**config.mk**
```make
export PLATFORM = sky130hd
export DESIGN_NAME = pamux_top
export DESIGN_NICKNAME = d
export VERILOG_FILES = /design/src/pamux_pkg.sv /design/src/pamux_top.sv /design/src/pamux_pin_cell.sv
export SDC_FILE = /design/constraint.sdc
export NUM_CORES = 1
export LEC_CHECK = 0
export ABC_AREA = 1
export BUFFER_PORTS_ARGS = -buffer_cell sky130_fd_sc_hd__buf_2
export CAP_MARGIN = 20
export CORE_ASPECT_RATIO = 1.5
export CORE_UTILIZATION = 47
export DETAILED_ROUTE_END_ITERATION = 10
export PLACE_DENSITY_LB_ADDON = 0.05
export SLEW_MARGIN = 20
export SYNTH_ARGS = -nofsm -noshare
export SYNTH_HDL_FRONTEND = slang
export SYNTH_SLANG_ARGS = --single-unit
```
**constraint.sdc**
```tcl
create_clock -name pclk -period 1.75 [get_ports pclk]
set_input_delay 0.0875 -clock pclk [delete_from_list [all_inputs] [get_ports pclk]]
set_output_delay 0.0875 -clock pclk [all_outputs]
set_load 0.05 [all_outputs]
```
**src/pamux_pkg.sv**
```systemverilog
// Constants, register map and carrier types for the port A pin multiplexer
package pamux_pkg;

   // ----------------------------------------------------------------
   // Register indices (byte address is four times the index)
   // ----------------------------------------------------------------
   localparam logic [7:0] PAMUX_IDX_PIN_IN    = 8'h00;  // Pad levels, read only
   localparam logic [7:0] PAMUX_IDX_DRIVE     = 8'h01;  // pin_drive_select, port A
   localparam logic [7:0] PAMUX_IDX_VALUE     = 8'h02;  // output_value_bit, port A
   localparam logic [7:0] PAMUX_IDX_PORT_CTRL = 8'h12;  // port_control_reg
   localparam logic [7:0] PAMUX_IDX_MCU_CTRL  = 8'h35;  // mcu_control_reg

   // ----------------------------------------------------------------
   // Field positions
   // ----------------------------------------------------------------
   localparam int PAMUX_BIT_PULLOFF_A = 0;  // port_pullup_off, port A
   localparam int PAMUX_BIT_PULLOFF_B = 1;  // port_pullup_off, port B
   localparam int PAMUX_BIT_BBM_A     = 4;  // break_before_make_enable, port A
   localparam int PAMUX_BIT_BBM_B     = 5;  // break_before_make_enable, port B
   localparam int PAMUX_BIT_GPUD      = 4;  // global_pullup_off in mcu_control_reg

   // Pins carrying alternate functions
   localparam int PAMUX_PIN_MISO = 2;
   localparam int PAMUX_PIN_MOSI = 4;
   localparam int PAMUX_PIN_SCK  = 5;
   localparam int PAMUX_PIN_SS   = 6;
   localparam int PAMUX_PIN_REF  = 7;

   // ----------------------------------------------------------------
   // Writable masks and reset values
   // ----------------------------------------------------------------
   localparam logic [7:0] PAMUX_PORT_CTRL_MASK  = 8'h33;
   localparam logic [7:0] PAMUX_MCU_CTRL_MASK   = 8'h10;
   localparam logic [7:0] PAMUX_PORT_CTRL_RESET = 8'h00;
   localparam logic [7:0] PAMUX_MCU_CTRL_RESET  = 8'h00;
   localparam logic [7:0] PAMUX_DRIVE_RESET     = 8'h00;
   localparam logic [7:0] PAMUX_VALUE_RESET     = 8'h00;

   // Override bundle driven by a peripheral for one pin
   typedef struct packed {
      logic pull_ovr_en;   // pullup_override_en
      logic pull_ovr_val;  // pullup_override_val
      logic dir_ovr_en;    // drive_override_en
      logic dir_ovr_val;   // drive_override_val
      logic val_ovr_en;    // value_override_en
      logic val_ovr_val;   // value_override_val
   } pamux_ovr_t;

   // Byte address of a register index
   function automatic logic [9:0] pamux_addr(input logic [7:0] idx);
      pamux_addr = {idx, 2'b00};
   endfunction : pamux_addr

endpackage : pamux_pkg

```
**src/pamux_top.sv**
```systemverilog
// Port A pin multiplexer with APB register slave and alternate-function overrides
//
// How it works
// - A one in a port's break-before-make bit enables it for that port.
// - Under break-before-make, a new output first stays tri-stated one cycle.
// - Port pull-up-off bit kills pull-ups even for input pins with value one.
// - Effective pull-up disable is port bit OR global bit.
// - Pin 7 outputs the reference only when enabled and internal reference used.
// - Reference output on pin 7 turns off its pull-up and driver.
// - External reference or bypass use also keeps pin 7 pull-up and driver off.
// - SPI slave forces pin 6 to input.
// - SPI slave is selected only while pin 6 is held low.
// - SPI master leaves pin 6 direction to its drive select bit.
// - Forced-input pin 6 pull-up still follows its output value bit.
// - Pin 5 is input in SPI slave; master uses direction bit; pull-up kept.
// - Pin 4 is input in SPI slave; master uses direction bit; pull-up kept.
// - Three-wire data input on pin 4 never overrides normal port control.
// - Three-wire data output drives pin 2 only while its direction bit is one.
// - Three-wire output selected, pin 2 as input: value bit still enables pull-up.
// - Timer compare output appears on pin 2 only when its direction bit is one.
// - SPI master forces pin 2 to input; slave uses its direction bit.
// - Forced-input pin 2 pull-up follows its output value bit.
// - Default pull-up is on for input, value one, no effective disable.
// - Drive override enable makes driver follow the override value.
// - Value override enable with driver on drives the override value.
//
// The APB interface to the registers was left to the implementer.
`timescale 1ns/100ps
`default_nettype none
module pamux_top
   import pamux_pkg::*;
(
   input  wire logic        pclk,             // APB clock, 50 MHz
   input  wire logic        presetn,          // Async reset, active low
   input  wire logic        psel,             // APB select
   input  wire logic        penable,          // APB enable
   input  wire logic        pwrite,           // APB direction
   input  wire logic [9:0]  paddr,            // APB byte address
   input  wire logic [31:0] pwdata,           // APB write data
   output logic [31:0]      prdata,           // APB read data
   output logic             pready,           // APB ready
   output logic             pslverr,          // APB error on unmapped
   input  wire logic [7:0]  pad_in,           // Pad input levels
   output logic [7:0]       pad_out,          // Pad output values
   output logic [7:0]       pad_oe_n,         // Pad driver enable, low drives
   output logic [7:0]       pad_pullup,       // Pad pull-up enable
   output logic             port_b_bbm,       // Port B break-before-make
   output logic             port_b_pullup_off,// Port B effective pull-up off
   input  wire logic        spi_enable,       // SPI enabled
   input  wire logic        spi_master,       // SPI master mode
   input  wire logic        spi_sck_out,      // SPI master clock out
   input  wire logic        spi_mosi_out,     // SPI master data out
   input  wire logic        spi_miso_out,     // SPI slave data out
   output logic             spi_slave_sel,    // SPI slave selected
   input  wire logic        usi_three_wire_sel,// Three-wire data output on
   input  wire logic        usi_shiftout,     // Three-wire data out bit
   output logic             usi_three_wire_data_in, // Three-wire data input
   output logic             usi_data_in_valid,// Pin 4 usable as input
   input  wire logic        timer0_compare_sel,// Compare output enabled
   input  wire logic        timer0_compare_out,// Compare waveform
   input  wire logic        ref_output_enable,// Reference output enable
   input  wire logic        adc_ref_internal, // Converter uses 2.56V or 1.1V
   input  wire logic        adc_ref_external, // External ref or bypass cap
   output logic             internal_ref_output // Reference drive on pin 7
);

   // ----------------------------------------------------------------
   // Register state
   // ----------------------------------------------------------------
   logic [7:0] drive_a;     // pin_drive_select, port A
   logic [7:0] value_a;     // output_value_bit, port A
   logic [7:0] port_ctrl;   // port_control_reg
   logic [7:0] mcu_ctrl;    // mcu_control_reg
   logic [7:0] bbm_hold;    // One-cycle tri-state gap per pin
   logic       ack;         // APB wait-state flop

   // ----------------------------------------------------------------
   // APB decode
   // ----------------------------------------------------------------
   wire logic       access;
   wire logic       wr_en;
   wire logic       hit_pin;
   wire logic       hit_drive;
   wire logic       hit_value;
   wire logic       hit_pctl;
   wire logic       hit_mctl;
   wire logic       addr_hit;
   wire logic [7:0] rd_mux;

   // One wait state so read data can come from a flop
   assign access    = psel & penable;
   assign pready    = ack;
   assign wr_en     = access & pwrite & ack;
   assign hit_pin   = (paddr == pamux_addr(PAMUX_IDX_PIN_IN));
   assign hit_drive = (paddr == pamux_addr(PAMUX_IDX_DRIVE));
   assign hit_value = (paddr == pamux_addr(PAMUX_IDX_VALUE));
   assign hit_pctl  = (paddr == pamux_addr(PAMUX_IDX_PORT_CTRL));
   assign hit_mctl  = (paddr == pamux_addr(PAMUX_IDX_MCU_CTRL));
   assign addr_hit  = hit_pin | hit_drive | hit_value | hit_pctl | hit_mctl;
   assign pslverr   = ack & ~addr_hit;

   // Read selection; reserved bits are masked out of the stored copy
   assign rd_mux = hit_pin   ? pad_in    :
                   hit_drive ? drive_a   :
                   hit_value ? value_a   :
                   hit_pctl  ? port_ctrl :
                   hit_mctl  ? mcu_ctrl  : 8'h00;

   // Wait-state flop: ready follows the first access cycle
   always_ff @(posedge pclk or negedge presetn)
   begin
      if (!presetn)
         ack <= 1'b0;
      else
         ack <= access & ~ack;
   end

   // Read data captured in the wait cycle
   always_ff @(posedge pclk or negedge presetn)
   begin
      if (!presetn)
         prdata <= 32'h0000_0000;
      else if (access & ~ack & ~pwrite)
         prdata <= {24'h00_0000, rd_mux};
   end

   // ----------------------------------------------------------------
   // Software registers
   // ----------------------------------------------------------------
   wire logic [7:0] next_drive_a;
   wire logic       bbm_a;
   wire logic       pulloff_eff_a;

   assign next_drive_a = pwdata[7:0];
   assign bbm_a        = port_ctrl[PAMUX_BIT_BBM_A];
   // Port bit and global bit both disable pull-ups
   assign pulloff_eff_a = port_ctrl[PAMUX_BIT_PULLOFF_A]
                        | mcu_ctrl[PAMUX_BIT_GPUD];
   assign port_b_bbm        = port_ctrl[PAMUX_BIT_BBM_B];
   assign port_b_pullup_off = port_ctrl[PAMUX_BIT_PULLOFF_B]
                            | mcu_ctrl[PAMUX_BIT_GPUD];

   // Register writes take effect on the ready edge only
   always_ff @(posedge pclk or negedge presetn)
   begin
      if (!presetn)
      begin
         drive_a   <= PAMUX_DRIVE_RESET;
         value_a   <= PAMUX_VALUE_RESET;
         port_ctrl <= PAMUX_PORT_CTRL_RESET;
         mcu_ctrl  <= PAMUX_MCU_CTRL_RESET;
      end
      else if (wr_en)
      begin
         if (hit_drive)
            drive_a <= next_drive_a;
         if (hit_value)
            value_a <= pwdata[7:0];
         if (hit_pctl)
            port_ctrl <= pwdata[7:0] & PAMUX_PORT_CTRL_MASK;
         if (hit_mctl)
            mcu_ctrl <= pwdata[7:0] & PAMUX_MCU_CTRL_MASK;
      end
   end

   // Gap flop: set only for pins newly turned to output under the mode
   always_ff @(posedge pclk or negedge presetn)
   begin
      if (!presetn)
         bbm_hold <= 8'h00;
      else if (wr_en & hit_drive & bbm_a)
         bbm_hold <= next_drive_a & ~drive_a;
      else
         bbm_hold <= 8'h00;
   end

   // ----------------------------------------------------------------
   // Alternate-function override generation
   // ----------------------------------------------------------------
   wire logic spi_slave;
   wire logic spi_mst;
   wire logic ref_active;
   wire logic ref_pin_off;
   wire logic usi_do;
   wire logic timer_do;
   pamux_ovr_t ovr [8];

   assign spi_slave   = spi_enable & ~spi_master;
   assign spi_mst     = spi_enable & spi_master;
   // Internal reference reaches the pin only with a matching source
   assign ref_active  = ref_output_enable & adc_ref_internal;
   assign ref_pin_off = ref_active | adc_ref_external;
   // SPI owns pin 2 first, then three-wire output, then the timer
   assign usi_do      = ~spi_enable & usi_three_wire_sel;
   assign timer_do    = ~spi_enable & ~usi_three_wire_sel & timer0_compare_sel;

   // Pins 0, 1 and 3 carry no digital overrides here
   assign ovr[0] = '0;
   assign ovr[1] = '0;
   assign ovr[3] = '0;

   // Pin 2: master input forced, slave/three-wire/timer drive value
   assign ovr[PAMUX_PIN_MISO] = '{
      pull_ovr_en:  spi_mst,
      pull_ovr_val: value_a[PAMUX_PIN_MISO] & ~pulloff_eff_a,
      dir_ovr_en:   spi_mst,
      dir_ovr_val:  1'b0,
      val_ovr_en:   spi_slave | usi_do | timer_do,
      val_ovr_val:  spi_slave ? spi_miso_out :
                    usi_do    ? usi_shiftout : timer0_compare_out
   };

   // Pin 4: three-wire input leaves it alone; SPI slave forces input
   assign ovr[PAMUX_PIN_MOSI] = '{
      pull_ovr_en:  spi_slave,
      pull_ovr_val: value_a[PAMUX_PIN_MOSI] & ~pulloff_eff_a,
      dir_ovr_en:   spi_slave,
      dir_ovr_val:  1'b0,
      val_ovr_en:   spi_mst,
      val_ovr_val:  spi_mosi_out
   };

   // Pin 5: clock in as slave, clock out as master
   assign ovr[PAMUX_PIN_SCK] = '{
      pull_ovr_en:  spi_slave,
      pull_ovr_val: value_a[PAMUX_PIN_SCK] & ~pulloff_eff_a,
      dir_ovr_en:   spi_slave,
      dir_ovr_val:  1'b0,
      val_ovr_en:   spi_mst,
      val_ovr_val:  spi_sck_out
   };

   // Pin 6: select input; master keeps the register direction
   assign ovr[PAMUX_PIN_SS] = '{
      pull_ovr_en:  spi_slave,
      pull_ovr_val: value_a[PAMUX_PIN_SS] & ~pulloff_eff_a,
      dir_ovr_en:   spi_slave,
      dir_ovr_val:  1'b0,
      val_ovr_en:   1'b0,
      val_ovr_val:  1'b0
   };

   // Pin 7: reference output or external reference turns off pull-up and digital driver
   assign ovr[PAMUX_PIN_REF] = '{
      pull_ovr_en:  ref_pin_off,
      pull_ovr_val: 1'b0,
      dir_ovr_en:   ref_pin_off,
      dir_ovr_val:  1'b0,
      val_ovr_en:   1'b0,
      val_ovr_val:  1'b0
   };

   // ----------------------------------------------------------------
   // Pin cells
   // ----------------------------------------------------------------
   logic [7:0] drive_en;
   logic [7:0] drive_val;
   logic [7:0] pull_en;

   // Port pull-up disable applies through each cell
   for (genvar i = 0; i < 8; i++)
   begin : g_pin
      pamux_pin_cell u_cell (
         .dir       (drive_a[i]),
         .val       (value_a[i]),
         .pulloff_eff (pulloff_eff_a),
         .bbm_hold  (bbm_hold[i]),
         .ovr       (ovr[i]),
         .drive_en  (drive_en[i]),
         .drive_val (drive_val[i]),
         .pull_en   (pull_en[i])
      );
   end

   // ----------------------------------------------------------------
   // Pad registers
   // ----------------------------------------------------------------
   // Registered pads avoid glitches when several overrides switch together
   always_ff @(posedge pclk or negedge presetn)
   begin
      if (!presetn)
      begin
         pad_out             <= 8'h00;
         pad_oe_n            <= 8'hFF;
         pad_pullup          <= 8'h00;
         internal_ref_output <= 1'b0;
      end
      else
      begin
         pad_out             <= drive_val & drive_en;
         pad_oe_n            <= ~drive_en;
         pad_pullup          <= pull_en;
         internal_ref_output <= ref_active;
      end
   end

   // ----------------------------------------------------------------
   // Peripheral-side inputs
   // ----------------------------------------------------------------
   // Slave select is live only while the far end pulls pin 6 low
   assign spi_slave_sel = spi_slave & ~pad_in[PAMUX_PIN_SS];
   // Three-wire input only meaningful when software left pin 4 an input
   assign usi_three_wire_data_in = pad_in[PAMUX_PIN_MOSI];
   assign usi_data_in_valid      = ~drive_en[PAMUX_PIN_MOSI];
endmodule : pamux_top
`default_nettype wire

```
**src/pamux_pin_cell.sv**
```systemverilog
// Per-pin override resolution: pull-up, driver enable and driven value
`timescale 1ns/100ps
`default_nettype none
module pamux_pin_cell
   import pamux_pkg::*;
(
   input  wire logic              dir,       // pin_drive_select bit
   input  wire logic              val,       // output_value_bit
   input  wire logic              pulloff_eff, // Effective pull-up disable
   input  wire logic              bbm_hold,  // Break-before-make gap
   input  wire pamux_pkg::pamux_ovr_t ovr,   // Peripheral overrides
   output logic                   drive_en,  // Output driver enable
   output logic                   drive_val, // Value to drive
   output logic                   pull_en    // Pull-up enable
);

   // ----------------------------------------------------------------
   // Override resolution
   // ----------------------------------------------------------------
   wire logic base_pullup;
   wire logic dir_sel;

   // Plain pull-up needs input, value one, no disable
   assign base_pullup = ~dir & val & ~pulloff_eff;
   assign pull_en     = ovr.pull_ovr_en ? ovr.pull_ovr_val : base_pullup;
   // Peripheral direction wins over the register bit
   assign dir_sel     = ovr.dir_ovr_en ? ovr.dir_ovr_val : dir;
   // Gap cycle keeps the driver off while switching to output
   assign drive_en    = dir_sel & ~bbm_hold;
   assign drive_val   = ovr.val_ovr_en ? ovr.val_ovr_val : val;

endmodule : pamux_pin_cell
`default_nettype wire

```
==> key figures <==
Die
  – Initial Util: 0.487
  – Core area: 6130 µm²
  – Die height: 99.6 µm
  – Die outline area: 6680 µm²
  – Horiz. Die Dim: 67.1 µm
  – Num ports: 131
  – # rows: 35

Synthesis
  – Register area share after synthesis: 0.531
  – Post-synth EDFFs: 0
  – Seq cells post-synth: 63
  – Synthesized area: 2990 µm²
  – Asr flop ratio synth: 1.00
  – Yosys warns: 0
  – Mean Syn Cell Area: approximately 8.6 µm²
  – Most used flip-flop cell after synthesis: dfrtp_1
  – Post-synth cell types: 33
  – Gate Count Post-Synth: 346

GRT
  – First-pass GRT wire length: 11100 µm
  – Aggregate global routing overflow: 0
  – Initial antenna violation count: 0
  – GRT Resource Usage Total: 0.230
  – Vias in the first global route: 2367
  – Largest net degree at the start of global routing: 64

Finish
  – NumNets Final: slightly above 500
  – Ant. Diodes: 0
  – Area growth syn-to-layout: 26.4%
  – Most common cell after layout, fill and taps aside: nand2_1
  – Most frequent cells in the layout: nand2_1, buf_2, dfrtp_1, inv_1, nor2_1
  – Share of cells above drive strength 1: 0.315
  – Filler cells: 585

CTS
  – Clk Latency, worst-skew pair: around 340 ps
  – Clock sinks: 63
  – Setup Fix Bufs, Post-CTS: 0
  – CTS H-Tree Depth: 3
  – CTS Buf Count: 9
  – CTS tree: built
  – Post-CTS Hold Buffers: 12
  – Post-cts sizing count: 0
  – Clock buffer depth: 2
  – Clk pin slew, worst setup/hold paths: about 70 ps
  – Root Driver: clkbuf_8

Detailed routing
  – Via total after detailed routing: 2520
  – Post-DR wirelength/cell: 12.8 µm
  – Final ANT Viol Nets: 0
  – First-iteration detailed-routing DRC count: between 150 and 200
  – DR vias/cell: 4.75
  – Detailed Route WL: 6800 µm
  – # DRC: 0
  – Iteration count of the initial detailed-routing pass: 4

Critical path
  – CP max stage cell: dlygate4sd3_1
  – CP top delay family: buffers and inverters
  – Worst Path Required: 2030 ps
  – Critical-path cell list: dlygate4sd3_1 > buf_2 > nand2_1 > dlygate4sd3_1 > inv_1 > or4_1 > nor2_1
  – Worst-path fanout max: 3
  – Cell mode on critical path: dlygate4sd3_1
  – Setup CP Type: in -> reg
  – CP Capture Type: register
  – Startpoint type of the worst setup path: primary input
  – Worst Path Buf+Inv: 4
  – CP arrival: 1900 ps
  – CP peak stage delay: 540 ps

Timing
  – Fin crit share: 0.924
  – Final period demand of the worst path: ~1600 ps
  – Max-slew violations: 0
  – Worst Clk Skew: approximately 4.8 ps
  – Final Setup Violations: 0
  – Final hold vios: 0
  – Hold_ws: 7.36 ps
  – RSZ-0062 raised after global routing: false
  – Peak Freq: a little over 0.6 GHz
  – Setup_tns: 0 ps

Power and ir drop
  – IR drop worst, VDD: 0.430 mV
  – Leak: a little over 2 nW
  – Pwr/cell area: 884 nW/µm²

Flow run
  – Max Cap Viol: 0

Run status
  – Status: finished clean

Placement
  – Port buffer count: 82
  – DP Wirelength: 4910 µm
  – Placer Congestion: about 0.9

Hold path
  – Worst hold path type: in -> reg
-- final timing paths --
check	slack [ps]	end	depth (start not counted)	start
setup / recovery	130	pad_out[7]$_DFF_PN0_	7	adc_ref_internal
hold / removal	7	bbm_hold[4]$_DFF_PN0_	3	pwdata[4]
setup reg to reg	280	bbm_hold[2]$_DFF_PN0_	6	pready$_DFF_PN0_
hold reg to reg	440	bbm_hold[6]$_DFF_PN0_	1	drive_a[6]$_DFFE_PN0P_
max in group asynchronous	1150	pad_oe_n[3]$_DFF_PN1_	3	presetn
min in group asynchronous	270	pad_pullup[0]$_DFF_PN0_	3	presetn
-- flip-flops by register name (all words and copies together), names as in the netlist --
name,cells
bbm_hold,8
drive_a,8
pad_oe_n,8
pad_out,8
pad_pullup,8
prdata,8
value_a,8
port_ctrl,4
internal_ref_output,1
mcu_ctrl,1
pready,1
-- synth_stat cells (4+ instances only) --
cell,number,area share
dfrtp_1,55,0.46
inv_2,4,0.0050
nand2_2,7,0.015
dfstp_2,8,0.070
o21ai_0,15,0.025
buf_4,25,0.063
nand4_1,7,0.015
nand2_1,88,0.11
nand3_1,13,0.022
nor2_4,4,0.015
a21oi_1,5,0.0084
inv_1,40,0.050
o21ai_2,4,0.012
or2_2,5,0.010
nor2_1,32,0.040
nor3_1,13,0.022
-- area by class of cell --
cell class              count  area (µm²)  area share
flip-flops and latches     63        1590       0.420
multi-input cells         231        1100       0.291
repair buffers            100         588       0.156
inverters                  47         180      0.0477
clock buffers              10         138      0.0365
clock inverters             6        92.6      0.0245
well taps                  74        92.6      0.0245
-- tightest hold or removal path: cells and delay by family --
kind                   cells  cell delay (ps)
buffers and inverters      1              120
AND/OR/NAND/NOR            2              110
-- metrics by stage --
step / area [µm²] / power [mW] / instances / util / setup slack [ps]
final: 3770 / 3.34 / 531 / 0.616 / 133
after detailed placement: 3420 / 1.91 / 503 / 0.559 / 285
after global placement: 3420 / 1.90 / 503 / 0.559 / 308
after global routing: 3770 / 3.46 / 531 / 0.616 / 80.3
after floorplan: 3080 / 1.82 / 369 / - / 107
after CTS: 3770 / 3.37 / 531 / 0.616 / 147
-- routing by layer --
| metal | wire length (µm) | vias to the layer above | global-route usage |
|---|---|---|---|
| li1 | - | 1252 | - |
| met1 | 2820 | 1163 | 0.284 |
| met2 | 3480 | 92 | 0.375 |
| met3 | 339 | 13 | 0.0482 |
| met4 | 163 | 0 | 0.105 |
| met5 | 0 | - | 0 |
-- cells by family (layout without fill, tap and decap cells) --
logic type             after synthesis  count (layout)  synth area share
AO/OA/AOI/OAI                       28              28            0.0553
buffers and inverters               75             163             0.132
flip-flops                          63              63             0.531
other                                1              24           0.00126
AND/OR/NAND/NOR                    179             179             0.280
-- report_power, final --
part / switching [mW] / total [mW] / internal (mW)
combinational: 0.317 / 0.414 / 0.0975
clock: 0.591 / 1.44 / 0.847
sequential: 0.00668 / 1.49 / 1.48
total: 0.915 / 3.34 / 2.42
Power figures use the tool's default switching activity.
